$ cat src/rtl/aias_regs.svh
`ifndef AIAS_REGS_SVH
`define AIAS_REGS_SVH
`define AIAS_STATUS_OFFSET 4'h9
`define AIAS_STATUS_RESET 16'h0000
`define AIAS_BIT_ADJ_MODE 15
`define AIAS_BIT_RANGE 12
`define AIAS_BIT_CHAN 13
`define AIAS_BIT_AVG 11
`define AIAS_MODE_NORMAL 8'h00
`define AIAS_MODE_ADJUST 8'h01
`define AIAS_AVG_MAX 16'h0006
`define AIAS_CHAN_MIN 8'h21
`define AIAS_CHAN_MAX 8'h28
`define AIAS_UNIT_MAX 7'd95
`define AIAS_ZERO_DATA 16'h0000
`define AIAS_MON_CYCLES 16'd2000
`endif

$ cat src/rtl/aias_pkg.sv
package aias_pkg;
  typedef enum logic [1:0] {
    AIAS_RUN,
    AIAS_ADJUST,
    AIAS_HALT,
    AIAS_RESTART
  } aias_state_t;
  typedef struct packed {
    logic bus_error;
    logic cpu_watchdog;
    logic cpu_in_run;
  } aias_cpu_stat_t;
endpackage

$ cat src/rtl/aias_sync.sv
`timescale 1ns/1ps
// Two-flop synchroniser for pin-level inputs.
module aias_sync #(
  parameter int WIDTH = 1
) (
  input wire logic clk_in, // System clock.
  input wire logic srst_in, // Synchronous reset.
  input wire logic [WIDTH-1:0] d_in, // Asynchronous level.
  output logic [WIDTH-1:0] q_out // Synchronised level.
);
  logic [WIDTH-1:0] meta;

  // The first stage is read only by the second stage.
  always_ff @(posedge clk_in) begin
    if (srst_in) begin
      meta <= '0;
      q_out <= '0;
    end else begin
      meta <= d_in;
      q_out <= meta;
    end
  end
endmodule

$ cat src/rtl/aias_alarm.sv
`timescale 1ns/1ps
`include "aias_regs.svh"
module aias_alarm
  import aias_pkg::*;
#(
  parameter int CHANNELS = 8,
  parameter logic [15:0] MON_CYCLES = `AIAS_MON_CYCLES
) (
  input wire logic clk_in, // System clock.
  input wire logic srst_in, // Power-on reset.
  input wire logic mode_switch_in, // Front-panel adjust switch pin.
  input wire logic [6:0] unit_number_in, // Rotary unit number pin.
  input wire logic unit_dup_in, // Duplicate unit number from bus logic.
  input wire logic [15:0] restart_word_in, // Restart word holding this unit's bit.
  input wire logic [7:0] setting_mode_in, // Mode byte of setting memory.
  input wire logic setting_mode_sel_in, // High selects setting memory mode.
  input wire logic [15:0] avg_setting_in, // Averaging code.
  input wire logic [CHANNELS-1:0] chan_enable_in, // Channels set for use.
  input wire logic [7:0] adj_chan_in, // Channel chosen for adjustment.
  input wire logic adj_in_window_in, // Input lies inside adjust window.
  input wire logic adj_set_in, // Offset or gain update request.
  input wire logic [CHANNELS-1:0] wire_break_in, // Wire-break detection per channel.
  input wire logic [15:0] conv_data_in, // Live conversion value.
  input wire logic conv_valid_in, // Conversion cycle done pulse.
  input wire aias_cpu_stat_t cpu_stat_in, // CPU and bus condition.
  input wire logic refresh_in, // I/O refresh strobe.
  input wire logic [3:0] reg_addr_in, // Word offset read by refresh.
  output logic [15:0] reg_data_out, // Word returned to refresh.
  output logic [15:0] conv_data_out, // Conversion data to CPU.
  output logic [15:0] monitor_out, // Adjustment monitor word.
  output logic adj_update_out, // Offset or gain update accepted.
  output logic conv_enable_out, // Conversion may run.
  output logic unit_error_led_out, // Unit error indicator.
  output logic cpu_error_led_out, // CPU error indicator.
  output logic run_led_out, // Operating indicator.
  output logic adjust_mode_led_out // Adjustment indicator.
);
  // ----------------------------------------
  // Pin synchronisation
  // ----------------------------------------
  logic sw_adj;
  logic [6:0] unit_num;
  // The switch and the unit number are pins, so they are retimed before use.
  // Both share one synchroniser, so they change on the same edge.
  aias_sync #(.WIDTH(8)) u_sync (
    .clk_in(clk_in),
    .srst_in(srst_in),
    .d_in({mode_switch_in, unit_number_in}),
    .q_out({sw_adj, unit_num})
  );

  // ----------------------------------------
  // Restart detection
  // ----------------------------------------
  // Internal state shared by the processes below.
  logic rst_bit;
  logic rst_bit_d;
  logic restart_pulse;
  aias_state_t state;
  logic adj_mode;
  logic avg_alarm;
  logic unit_bad;
  logic [15:0] mon_cnt;
  logic mon_timeout;
  logic [15:0] status;
  logic range_alarm;
  logic chan_alarm;
  logic init_bad;
  logic halted;

  // Selects this unit's bit; unit n is bit n mod 16 of its word.
  assign rst_bit = restart_word_in[unit_num[3:0]];
  assign restart_pulse = rst_bit_d & ~rst_bit;

  // Delays the restart bit to find its falling edge.
  // Reset clears the delay, so no false falling edge follows reset.
  always_ff @(posedge clk_in) begin
    if (srst_in) begin
      rst_bit_d <= 1'b0;
    end else begin
      rst_bit_d <= rst_bit;
    end
  end

  // ----------------------------------------
  // Mode and setting checks
  // ----------------------------------------
  // Mode comes from the setting byte when selected, else the switch.
  // Any setting byte other than the adjust code means normal operation.
  // A bad averaging code blocks conversion until the next restart; a bad unit number blocks it only while it lasts.
  assign adj_mode = setting_mode_sel_in ? (setting_mode_in == `AIAS_MODE_ADJUST) : sw_adj;
  assign unit_bad = unit_dup_in | (unit_num > `AIAS_UNIT_MAX);
  assign init_bad = avg_alarm | unit_bad;
  assign halted = (state == AIAS_HALT);

  // Averaging alarm is caught at start-up and kept until restart.
  // A corrected code therefore shows no effect before the next restart.
  always_ff @(posedge clk_in) begin
    if (srst_in) begin
      avg_alarm <= 1'b0;
    end else if (state == AIAS_RESTART) begin
      avg_alarm <= (avg_setting_in > `AIAS_AVG_MAX);
    end
  end

  // ----------------------------------------
  // Operating state
  // ----------------------------------------
  // Restart holds one cycle, then the unit runs or adjusts.
  // The unit also stays in restart while its restart bit is high.
  // A halt is left only through a restart or a reset.
  always_ff @(posedge clk_in) begin
    if (srst_in) begin
      state <= AIAS_RESTART;
    end else if (restart_pulse || rst_bit) begin
      state <= AIAS_RESTART;
    end else begin
      case (state)
        AIAS_RESTART: state <= adj_mode ? AIAS_ADJUST : AIAS_RUN;
        AIAS_RUN: state <= adj_mode ? AIAS_ADJUST : AIAS_RUN;
        AIAS_ADJUST: begin
          if (cpu_stat_in.cpu_in_run) begin
            state <= AIAS_HALT;
          end else if (!adj_mode) begin
            state <= AIAS_RUN;
          end
        end
        AIAS_HALT: state <= AIAS_HALT;
        default: state <= AIAS_RESTART;
      endcase
    end
  end

  // ----------------------------------------
  // CPU monitoring timer
  // ----------------------------------------
  // Counts cycles since the last refresh; expiry freezes the data.
  // The counter saturates, so a long silence cannot wrap round and thaw the data.
  always_ff @(posedge clk_in) begin
    if (srst_in || refresh_in || state == AIAS_RESTART) begin
      mon_cnt <= '0;
    end else if (mon_cnt != MON_CYCLES) begin
      mon_cnt <= mon_cnt + 16'd1;
    end
  end
  // Expiry stands until the next refresh or restart.
  assign mon_timeout = (mon_cnt == MON_CYCLES);

  // ----------------------------------------
  // Adjustment alarms
  // ----------------------------------------
  // Channel codes run upward from the first code, one per channel.
  logic chan_ok;
  logic [7:0] chan_idx;
  assign chan_idx = adj_chan_in - `AIAS_CHAN_MIN;
  assign chan_ok = (adj_chan_in >= `AIAS_CHAN_MIN) && (adj_chan_in <= `AIAS_CHAN_MAX)
                   && (chan_idx < 8'(CHANNELS)) && chan_enable_in[chan_idx[2:0]];

  // Adjust alarms follow their cause while adjusting.
  // A bad channel masks the range check, as there is no input to judge.
  // Both flags drop as soon as adjustment mode ends.
  always_ff @(posedge clk_in) begin
    if (srst_in || state != AIAS_ADJUST) begin
      range_alarm <= 1'b0;
      chan_alarm <= 1'b0;
    end else begin
      chan_alarm <= ~chan_ok;
      range_alarm <= chan_ok & ~adj_in_window_in;
    end
  end

  // Update passes only with a good channel and an input in window.
  // A refused update leaves the stored offset and gain as they were.
  assign adj_update_out = (state == AIAS_ADJUST) & adj_set_in & chan_ok & adj_in_window_in;

  // ----------------------------------------
  // Alarm status word
  // ----------------------------------------
  // Rebuilt every conversion cycle; held on timeout, forced on halt.
  // A halt forces the word so that only the adjustment bit reads set.
  always_ff @(posedge clk_in) begin
    if (srst_in) begin
      status <= `AIAS_STATUS_RESET;
    end else if (halted) begin
      status <= 16'h0000;
      status[`AIAS_BIT_ADJ_MODE] <= 1'b1;
    end else if ((conv_valid_in || state == AIAS_RESTART) && !mon_timeout) begin
      status <= 16'h0000;
      status[`AIAS_BIT_ADJ_MODE] <= (state == AIAS_ADJUST);
      status[`AIAS_BIT_CHAN] <= chan_alarm;
      status[`AIAS_BIT_RANGE] <= range_alarm;
      status[`AIAS_BIT_AVG] <= avg_alarm;
      status[CHANNELS-1:0] <= wire_break_in & chan_enable_in;
    end
  end

  // Refresh reads the status word; other words read zero.
  // The word stands until the next refresh, so the controller may read it late.
  always_ff @(posedge clk_in) begin
    if (srst_in) begin
      reg_data_out <= 16'h0000;
    end else if (refresh_in) begin
      reg_data_out <= (reg_addr_in == `AIAS_STATUS_OFFSET) ? status : 16'h0000;
    end
  end

  // ----------------------------------------
  // Conversion data path
  // ----------------------------------------
  // Conversion runs only in run or adjust mode with a sound setup.
  assign conv_enable_out = (state == AIAS_RUN || state == AIAS_ADJUST) && !init_bad;

  // Zero or hold data according to the error in force.
  // Restart, bus error and bad setup zero the data ahead of any hold.
  always_ff @(posedge clk_in) begin
    if (srst_in) begin
      conv_data_out <= `AIAS_ZERO_DATA;
    end else if (state == AIAS_RESTART) begin
      conv_data_out <= `AIAS_ZERO_DATA;
    end else if (cpu_stat_in.bus_error) begin
      conv_data_out <= `AIAS_ZERO_DATA;
    end else if (init_bad) begin
      conv_data_out <= `AIAS_ZERO_DATA;
    end else if (halted || mon_timeout) begin
      conv_data_out <= conv_data_out;
    end else if (conv_valid_in) begin
      // Watchdog leaves data free running, which is allowed to be undefined.
      conv_data_out <= (|(wire_break_in & chan_enable_in)) ? `AIAS_ZERO_DATA : conv_data_in;
    end
  end

  // Monitor word is live while adjusting, held otherwise.
  // A bad channel freezes it, while a range alarm keeps it live.
  always_ff @(posedge clk_in) begin
    if (srst_in) begin
      monitor_out <= `AIAS_ZERO_DATA;
    end else if (state == AIAS_ADJUST && conv_valid_in && !chan_alarm) begin
      monitor_out <= conv_data_in;
    end
  end

  // ----------------------------------------
  // Indicators
  // ----------------------------------------
  // The unit-error indicator lights for the averaging, channel, range and wire-break alarms and for a halt.
  always_ff @(posedge clk_in) begin
    if (srst_in) begin
      unit_error_led_out <= 1'b0;
    end else begin
      unit_error_led_out <= avg_alarm | chan_alarm | range_alarm | halted
                            | (|(wire_break_in & chan_enable_in));
    end
  end

  // The CPU-error indicator lights for link faults and a bad unit number.
  always_ff @(posedge clk_in) begin
    if (srst_in) begin
      cpu_error_led_out <= 1'b0;
    end else begin
      cpu_error_led_out <= cpu_stat_in.bus_error | cpu_stat_in.cpu_watchdog
                           | mon_timeout | unit_bad;
    end
  end

  // The operating indicator goes dark while setup is wrong or a restart runs.
  // A watchdog error leaves it lit, so the two faults can be told apart.
  always_ff @(posedge clk_in) begin
    if (srst_in) begin
      run_led_out <= 1'b0;
    end else begin
      run_led_out <= !init_bad && state != AIAS_RESTART;
    end
  end

  // The adjust indicator stays lit through a halt so the cause stays visible.
  always_ff @(posedge clk_in) begin
    if (srst_in) begin
      adjust_mode_led_out <= 1'b0;
    end else begin
      adjust_mode_led_out <= (state == AIAS_ADJUST) | halted;
    end
  end
endmodule

$ cat config.mk
export PLATFORM = sky130hd
export DESIGN_NAME = aias_alarm
export DESIGN_NICKNAME = d
export VERILOG_FILES = /design/src/rtl/aias_pkg.sv /design/src/rtl/aias_sync.sv /design/src/rtl/aias_alarm.sv
export VERILOG_INCLUDE_DIRS = /design/src /design/src/rtl
export SDC_FILE = /design/constraint.sdc
export NUM_CORES = 1
export LEC_CHECK = 0
export BUFFER_PORTS_ARGS = -buffer_cell sky130_fd_sc_hd__buf_2
export CAP_MARGIN = 40
export CELL_PAD_IN_SITES_DETAIL_PLACEMENT = 1
export CELL_PAD_IN_SITES_GLOBAL_PLACEMENT = 1
export CORE_AREA = 2 2 118 120
export DETAILED_ROUTE_END_ITERATION = 16
export DIE_AREA = 0 0 120 122
export GPL_ROUTABILITY_DRIVEN = 0
export PLACE_DENSITY = 0.77
export SETUP_SLACK_MARGIN = 0.02
export SLEW_MARGIN = 20
export SYNTH_ARGS = -nofsm -noshare
export SYNTH_HDL_FRONTEND = slang
export SYNTH_HIERARCHICAL = 1
export SYNTH_SLANG_ARGS = --single-unit
$ cat constraint.sdc
create_clock -name clk_in -period 1.8 [get_ports clk_in]
set_input_delay 0.09 -clock clk_in [delete_from_list [all_inputs] [get_ports clk_in]]
set_output_delay 0.09 -clock clk_in [all_outputs]
set_load 0.05 [all_outputs]
==> results of run 1 <==
[worst max path at each step]
| stage | cells after the start | slack, ns | startpoint | to |
|---|---|---|---|---|
| 2_1_floorplan | 7 | 0.04 | state[0] | conv_data_out[2] |
| 3_3_place_gp | 9 | -0.31 | adj_chan_in[0] | adj_update_out |
| 3_5_place_dp | 9 | -0.34 | adj_chan_in[0] | adj_update_out |
| 4_1_cts | 9 | -0.15 | adj_chan_in[1] | adj_update_out |
| 5_1_grt | 8 | -0.12 | adj_chan_in[0] | adj_update_out |
| 6_report | 8 | -0.08 | adj_chan_in[0] | adj_update_out |
[layout by cell type (no fill, tap or decap), drive strengths merged, types with 4 or more instances in the layout]
cell and instances:
buf 183, dfxtp 96, nand2 67, a21oi 36, nor2 33, mux2i 29
nor2b 26, nand4 23, dlygate4sd3 19, nand3 15, clkbuf 12, inv 11
xor2 7, and2b 7, nor3 7, ha 7, mux4 6, o21ai 5
a22o 4, conb 4, and4 4, or3 4, nor4 4, clkinv 4
[registers in the layout, indices dropped and copies added (netlist names), 2 cells and up]
register and count:
conv_data_out 16, mon_cnt 16, monitor_out 16, reg_data_out 12
status 12, u_sync/meta 7, u_sync/q_out 7, state 2
[final cells by class]
type,count,area (sq um)
Fill cell,1597,7320
Multi-Input combinational cell,330,2320
Clock inverter,7,88.8
Clock buffer,9,225
Tap cell,180,225
Timing Repair Buffer,205,1350
Inverter,9,38.8
Sequential cell,96,1940
[per-stage QoR]
| step | total power, mW | instances |
|---|---|---|
| after floorplan | 2.66 | 462 |
| after global placement | 2.91 | 789 |
| after detailed placement | 2.93 | 789 |
| after CTS | 4.98 | 824 |
| after global routing | 5.20 | 836 |
| final | 4.99 | 836 |
[worst max-delay path, cell delays in order]
cell and delay [ns]:
buf_8 0.11, inv_4 0.05, ha_4 0.12, or4b_4 0.47, a2111oi_4 0.40, buf_4 0.19, and4_4 0.22, buf_8 0.14
[power breakdown]
| part | switching [mW] | leakage, nW | internal, mW | total, mW |
|---|---|---|---|---|
| logic | 0.421 | 1.70 | 0.349 | 0.770 |
| registers | 0.0356 | 0.783 | 2.19 | 2.22 |
| clock network | 0.895 | 0.155 | 1.11 | 2.00 |
| total | 1.35 | 2.64 | 3.64 | 4.99 |
[layer usage]
layer	global-route usage [%]	vias to the layer above	part of all wire (%)
met3	3.23	27	4.3
met2	31.7	120	51
li1	-	1992	-
met5	0	-	0.095
met4	8.46	2	2.3
met1	21.3	2008	42
[repair_timing]
action / 4_1_cts / 5_1_grt
setup buffers: 0 / 8
endpoints found under the setup margin: 4 / 33
pin swaps: 3 / 21
resized for setup: 17 / 29
hold buffers: 19 / 0
cloned: 0 / 4
endpoints found under the hold margin: 24 / 0
==> results.py, run 1 <==
metrics = {
    "grt": {
        "gr-total-overflow": 0,
        "track_usage_pct": 18.0,
        "antenna_found_initial": 1,
        "grt_pass1_wl_microns": 20900,
        "grt_max_degree": 34,
        "grt_pass1_vias": 4275,
    },
    "critical_path": {
        "arrival_ns": 1.79,
        "r2r-end": "status[12]",
        "timing.rr.start": "mon_cnt[0]",
        "r2r_slack_ns": 0.07,
        "startpoint_type": "primary input",
        "required_ns": 1.71,
        "cp_max_fo": 4,
        "path_class": "primary input to output pin",
        "r2r_cells": 8,
        "endpoint_kind": "output pin",
    },
    "floorplanning": {
        "die_area_sq_mm": 0.0146,
        "start_util_pct": 31.8,
        "core-area_sq_mm": 0.0135,
        "num_io_pins": 157,
        "die-width_microns": 120,
        "die_y_microns": 122,
        "std_cell_rows": 43,
    },
    "power_and_ir_drop": {
        "p_per_area_mw_per_mm2": 808,
        "max-vdd-ir-drop_mv": 0.429,
        "leakage_nw": 2.64,
    },
    "drt": {
        "drt_iter0_markers": 157,
        "firstDrtPassIters": 4,
        "drtAntennaViolNets": 0,
        "dr_total_vias": 4149,
        "wire_per_inst_microns": 16.3,
        "remaining_drc_errors": 0,
        "routed_wirelength_microns": 13700,
        "via_per_inst": 4.96,
    },
    "clock_network": {
        "insertion_delay_ns": 0.36,
        "cts.path.max_buffers": 2,
        "numCtsBuffers": 9,
        "tritoncts": "yes",
        "clock-sinks": 96,
        "cts_max_level": 3,
        "root_buffer": "clkbuf_16",
        "path_clk_slew_ns": 0.07,
    },
    "placed_design": {
        "placed_cell_area_sq_mm": 0.00534,
        "post-place-ws_ns": -0.344,
        "numPortBuffers": 151,
        "place_hpwl_microns": 9580,
    },
    "yosys": {
        "avgSynthCellArea_sq_um": 9.34,
        "syn_area_sq_mm": 0.00429,
        "yosysWarnings": 6,
        "syn_inst": 459,
    },
    "sta": {
        "setup_ws_ns": -0.0777,
        "fmaxAchievable_mhz": 533,
        "slew_viol_final": 0,
        "min_period_ns": 1.88,
        "finalCritPeriodShare_pct": 104,
        "hold_violations": 0,
        "finalSetupViolCount": 1,
        "rsz0062_at_grt": "yes",
        "relSlewSlack_pct": 51.8,
        "tns_ns": -0.0777,
        "holdWs_ns": 0.0123,
        "worst-slew-pin-transition_ns": 0.713,
        "finalClockSkew_ns": 0.0134,
    },
    "hold_path": {
        "hold_depth": 3,
        "hold_end": "monitor_out[15]",
        "min_from": "conv_data_in[15]",
        "min_path_type": "primary input to register",
    },
    "outcome": {
        "violations": "negative setup slack",
        "status": "finished, violations left",
    },
    "cells_and_area": {
        "drive_above_1_share_pct": 39.6,
        "n_antenna_cell": 0,
        "syn_to_final_growth_pct": 44.2,
        "post-route-util_pct": 45.8,
        "finalInstanceArea_sq_mm": 0.00618,
        "nets": 761,
    },
    "job": {
        "maxCapViolCount": 0,
    },
}
No activity file was read; power rests on OpenSTA's default activity.
==> run 2, diff against run 1 <==
ABC_AREA = 1   (was default)
CORE_AREA = 2 2 124 126   (was 2 2 118 120)
DIE_AREA = 0 0 126 128   (was 0 0 120 122)
PLACE_DENSITY = 0.78   (was 0.77)
==> run 2 against run 1 <==
The run now ends clean. Area after synthesis is 6.5% higher. Cell area down 3.5%. Via count increased by 10%. Critical path depth down 3. Utilization fell by 5.6 points. Cell count is 20% higher. Combinational power up 15%. Critical path type is now register to output pin. Critical endpoint unchanged. Largest power group unchanged.
==> results.py, run 2 <==
metrics = {
    "floorplanning": {
        "die_y_microns": 128,
        "core-area_sq_mm": 0.0149,
        "num_io_pins": 157,
        "die-width_microns": 126,
        "die_area_sq_mm": 0.0161,
        "std_cell_rows": 45,
        "start_util_pct": 30.7,
    },
    "cells_and_area": {
        "finalInstanceArea_sq_mm": 0.00597,
        "drive_above_1_share_pct": 28.5,
        "n_fill_cell": 1964,
        "top_regs": "conv_data_out x16, mon_cnt x16, monitor_out x16",
        "syn_to_final_growth_pct": 30.6,
        "post-route-util_pct": 40.1,
        "stdcell_count": 1002,
        "layout_commonest_cell": "buf_2",
        "nets": 919,
        "n_antenna_cell": 0,
        "mostFrequentLayoutCells": "151 x buf_2, 115 x nand2_1, 101 x nor2_1, 96 x dfxtp_1, 69 x inv_1",
    },
    "sta": {
        "finalClockSkew_ns": 0.0118,
        "relSlewSlack_pct": 63.8,
        "rsz0062_at_grt": "no",
        "hold_violations": 0,
        "slew_viol_final": 0,
        "tns_ns": 0,
        "worst-slew-pin-transition_ns": 0.542,
        "min_period_ns": 1.63,
        "finalCritPeriodShare_pct": 90.6,
        "fmaxAchievable_mhz": 613,
        "finalSetupViolCount": 0,
    },
    "power_and_ir_drop": {
        "p_per_area_mw_per_mm2": 843,
        "max-vdd-ir-drop_mv": 0.455,
        "leakage_nw": 2.92,
    },
    "grt": {
        "antenna_found_initial": 0,
        "gr-total-overflow": 0,
        "grt_pass1_wl_microns": 21500,
        "track_usage_pct": 16.3,
        "grt_max_degree": 36,
        "grt_pass1_vias": 4575,
    },
    "clock_network": {
        "numCtsBuffers": 9,
        "path_clk_slew_ns": 0.07,
        "clock-sinks": 96,
        "cts.path.max_buffers": 2,
        "root_buffer": "clkbuf_16",
        "cts_setup_buffers": 0,
        "cts_max_level": 3,
        "tritoncts": "yes",
        "insertion_delay_ns": 0.35,
    },
    "critical_path": {
        "crit_path_cell_trace": "inv_1 > ha_1 > nand3_1 > nor2_1 > buf_2",
        "r2r_slack_ns": 0.22,
        "cpLargestDelayFamily": "buffers and inverters",
        "path_class": "register to output pin",
        "max_stage_delay_ns": 0.33,
        "startpoint_type": "register",
        "slowest_stage": "dfxtp_1",
        "required_ns": 1.71,
        "cp_max_fo": 5,
        "endpoint_kind": "output pin",
        "critPathBufInv": 2,
        "arrival_ns": 1.54,
    },
    "hold_path": {
        "min_path_type": "primary input to register",
    },
    "yosys": {
        "syn_area_sq_mm": 0.00457,
        "yosysWarnings": 6,
        "syn_inst": 641,
        "avgSynthCellArea_sq_um": 7.13,
    },
    "job": {
        "maxCapViolCount": 0,
    },
    "placed_design": {
        "place_hpwl_microns": 9650,
        "placed_cell_area_sq_mm": 0.00548,
        "numPlacedInstances": 966,
        "numPortBuffers": 151,
    },
    "drt": {
        "dr_total_vias": 4568,
        "wire_per_inst_microns": 12.9,
        "drt_iter0_markers": 183,
        "firstDrtPassIters": 4,
        "routed_wirelength_microns": 12900,
        "via_per_inst": 4.56,
        "drtAntennaViolNets": 0,
        "remaining_drc_errors": 0,
    },
    "outcome": {
        "status": "complete, no violations",
    },
}
[run 2: worst register-to-register path, cell delays in order, from the launching register on]
cell and delay (ns):
dfxtp_1 0.40, inv_1 0.07, ha_1 0.21, nand4_1 0.09, nor2_1 0.06, nand2_1 0.14
nand2_2 0.08, inv_2 0.25, nand2_1 0.09, nand2_1 0.07, nor2_1 0.03
[run 2: timing repair]
item | in CTS | in global routing
hold buffers | 20 | 0
endpoints found under the hold margin | 20 | 0
resized for setup | 0 | 0
[run 2: power breakdown]
part           switching (mW)  internal [mW]  total (mW)  leakage, nW
sequential             0.0529           2.22        2.27        0.784
combinational           0.569          0.317       0.887         1.99
clock                   0.843           1.03        1.87        0.140
total                    1.47           3.57        5.03         2.92
[run 2: final timing paths]
kind | start | end | cells past startpoint
hold / removal | conv_data_in[15] | monitor_out[15] | 3
setup / recovery | state[1] | adj_update_out | 5
hold reg to reg | u_sync/meta[1] | u_sync/q_out[1] | 2
setup reg to reg | mon_cnt[0] | status[3] | 10
[run 2: cell type report]
cell class	instances	area (sq um)	area share, %
multi-input cells	442	2170	36.4
clock inverters	4	33.8	0.566
repair buffers	183	1060	17.7
inverters	77	289	4.84
flip-flops and latches	96	1920	32.2
well taps	188	235	3.94
clock buffers	12	256	4.30
[run 2: per-stage QoR]
stage / setup slack (ns) / hold WS, ns / power (mW)
floorplan: 0.248 / 0.197 / 2.90
global placement: 0.229 / 0.296 / 3.17
detailed placement: 0.210 / 0.299 / 3.19
CTS: 0.143 / 0.000901 / 5.10
global route: 0.0325 / 0.0330 / 5.28
finish: 0.168 / 0.00889 / 5.03
[run 2: metal layers]
metal | track usage [%] | up-vias | part of all wire [%]
met2 | 28.8 | 98 | 49
met5 | 0 | - | 0
met3 | 3.42 | 18 | 4.4
li1 | - | 2356 | -
met1 | 19.9 | 2096 | 45
met4 | 5.17 | 0 | 1.6
==> run 3, diff against run 2 <==
BUFFER_PORTS_ARGS = -buffer_cell sky130_fd_sc_hd__clkbuf_2   (was -buffer_cell sky130_fd_sc_hd__buf_2)
CELL_PAD_IN_SITES_DETAIL_PLACEMENT = default   (was 1)
CELL_PAD_IN_SITES_GLOBAL_PLACEMENT = default   (was 1)
CORE_AREA = 2 2 104 106   (was 2 2 124 126)
DIE_AREA = 0 0 106 108   (was 0 0 126 128)
PLACE_DENSITY = 0.77   (was 0.78)
==> run 3 against run 2 <==
Via count fell by 0.74%. Die area shrank 29%. Clock power decreased by 19%. Critical path depth did not move. Total power shrank 7.2%. Combinational power is 1% lower. Flip-flop and latch count unchanged. Hold slack improved by 0.0020 ns. Largest cell class unchanged. Highest routed layer unchanged.
==> results.py, run 3 (synthesis results as in run 2) <==
metrics = {
    "drt": {
        "drtAntennaViolNets": 0,
        "wire_per_inst_microns": 11.6,
        "drt_iter0_markers": 198,
        "routed_wirelength_microns": 11100,
        "firstDrtPassIters": 4,
        "dr_total_vias": 4534,
        "remaining_drc_errors": 0,
        "via_per_inst": 4.75,
    },
    "cells_and_area": {
        "top_regs": "conv_data_out x16, mon_cnt x16, monitor_out x16",
        "syn_to_final_growth_pct": 28.4,
        "finalInstanceArea_sq_mm": 0.00587,
        "stdcell_count": 954,
        "layout_commonest_cell": "clkbuf_2",
        "drive_above_1_share_pct": 28.5,
        "mostFrequentLayoutCells": "150 x clkbuf_2, 115 x nand2_1, 101 x nor2_1, 96 x dfxtp_1, 69 x inv_1",
        "nets": 922,
    },
    "critical_path": {
        "r2r_cells": 10,
        "arrival_ns": 1.54,
        "r2r-end": "status[3]",
        "endpoint_kind": "output pin",
        "startpoint": "state[1]",
        "r2r_slack_ns": 0.23,
        "startpoint_type": "register",
        "required_ns": 1.71,
        "cp_max_fo": 5,
        "crit_end": "conv_enable_out",
        "timing.rr.start": "mon_cnt[0]",
        "path_class": "register to output pin",
    },
    "grt": {
        "grt_max_degree": 36,
        "track_usage_pct": 20.3,
        "antenna_found_initial": 0,
        "grt_pass1_vias": 4348,
        "use_met2_pct": 37.3,
        "grt_pass1_wl_microns": 18900,
        "gr-total-overflow": 0,
        "grt_util_met3_pct": 4.22,
        "grt_use_met1_pct": 23.8,
        "grt.busiest_layer": "met2",
    },
    "power_and_ir_drop": {
        "max-vdd-ir-drop_mv": 0.548,
        "intPower_mw": 3.26,
        "p_per_area_mw_per_mm2": 796,
        "p_clk_share_pct": 32.5,
        "pwr-share-comb_pct": 18.8,
        "seqPwrFrac_pct": 48.8,
        "power.total_mw": 4.67,
        "leakage_nw": 2.89,
        "p_switching_mw": 1.41,
        "switching_share_pct": 30.3,
    },
    "outcome": {
        "status": "complete, no violations",
    },
    "floorplanning": {
        "core-area_sq_mm": 0.0102,
        "start_util_pct": 44.6,
        "num_io_pins": 157,
        "std_cell_rows": 37,
        "die-width_microns": 106,
        "die_y_microns": 108,
        "die_area_sq_mm": 0.0114,
    },
    "clock_network": {
        "tritoncts": "yes",
        "cts.path.max_buffers": 2,
        "clock-sinks": 96,
        "root_buffer": "clkbuf_8",
        "path_clk_slew_ns": 0.10,
        "cts_max_level": 3,
        "insertion_delay_ns": 0.36,
        "numCtsBuffers": 9,
        "cts_setup_buffers": 0,
    },
    "sta": {
        "rsz0062_at_grt": "no",
        "fmaxAchievable_mhz": 612,
        "finalSetupViolCount": 0,
        "slew_viol_final": 0,
        "tns_ns": 0,
        "worst-slew-pin-transition_ns": 0.530,
        "relSlewSlack_pct": 64.6,
        "min_period_ns": 1.63,
        "finalCritPeriodShare_pct": 90.7,
        "hold_violations": 0,
        "finalClockSkew_ns": 0.0196,
    },
    "placed_design": {
        "placed_cell_area_sq_mm": 0.00541,
        "place_hpwl_microns": 8190,
        "numPortBuffers": 151,
        "numPlacedInstances": 914,
    },
    "hold_path": {
        "min_path_type": "primary input to register",
    },
    "job": {
        "maxCapViolCount": 0,
    },
}
## run 3: cell types whose count changed in the layout (fill, tap and decap cells not counted), moves of 3 or more
cell           delta
dlygate4sd3_1     +3
clkbuf_8          +8
buf_2           -151
clkbuf_2        +150
clkbuf_16         -9
## run 3: per-layer routing
layer	share of wire (%)	vias to the layer above
met5	0	-
met4	1.3	0
met3	5.7	15
met2	50	145
met1	43	2011
li1	-	2363
## run 3: worst min-delay path by stage
stage,startpoint,end,slack [ns],cells after the start
6_report,conv_data_in[3],monitor_out[3],0.01,3
5_1_grt,conv_data_in[3],monitor_out[3],0.002,3
4_1_cts,conv_data_in[3],monitor_out[3],0.0008,3
3_5_place_dp,unit_number_in[2],u_sync/meta[2],0.29,3
3_3_place_gp,unit_number_in[6],u_sync/meta[6],0.28,3
2_1_floorplan,unit_number_in[0],u_sync/meta[0],0.20,2
## run 3: layout make-up
| class | count | area (sq um) |
|---|---|---|
| multi-input cells | 442 | 2170 |
| well taps | 136 | 170 |
| clock inverters | 6 | 83.8 |
| repair buffers | 186 | 1090 |
| diodes | 1 | 2.50 |
| clock buffers | 10 | 138 |
| fillers | 1010 | 4360 |
| inverters | 77 | 289 |
| flip-flops and latches | 96 | 1920 |
## run 3: power by group through the flow
stage | clock network (mW) | registers (mW) | logic (mW)
2_1_floorplan | 0 | 2.47 | 0.429
3_3_place_gp | 0 | 2.32 | 0.826
3_5_place_dp | 0 | 2.33 | 0.834
4_1_cts | 1.56 | 2.28 | 0.876
5_1_grt | 1.65 | 2.29 | 0.972
6_report | 1.52 | 2.28 | 0.876
## run 3: worst max-delay path, stage by stage (launching register included)
cell,delay (ns)
dfxtp_1,0.34
inv_1,0.10
ha_1,0.28
nor2_1,0.08
nor2_1,0.10
clkbuf_2,0.29
## run 3: metrics by stage
| stage | hold WS [ns] | util, % | worst slack [ns] |
|---|---|---|---|
| 2_1_floorplan | 0.197 | - | 0.248 |
| 3_3_place_gp | 0.284 | 52.9 | 0.265 |
| 3_5_place_dp | 0.287 | 52.9 | 0.247 |
| 4_1_cts | 0.000760 | 57.3 | 0.121 |
| 5_1_grt | 0.00162 | 57.3 | 0.0211 |
| 6_report | 0.0108 | 57.3 | 0.167 |
## run 3: what timing repair did
action / 4_1_cts / 5_1_grt
resized for setup: 0 / 2
hold buffers: 23 / 0
endpoints found under the setup margin: 0 / 1
hold endpoints to repair: 23 / 0
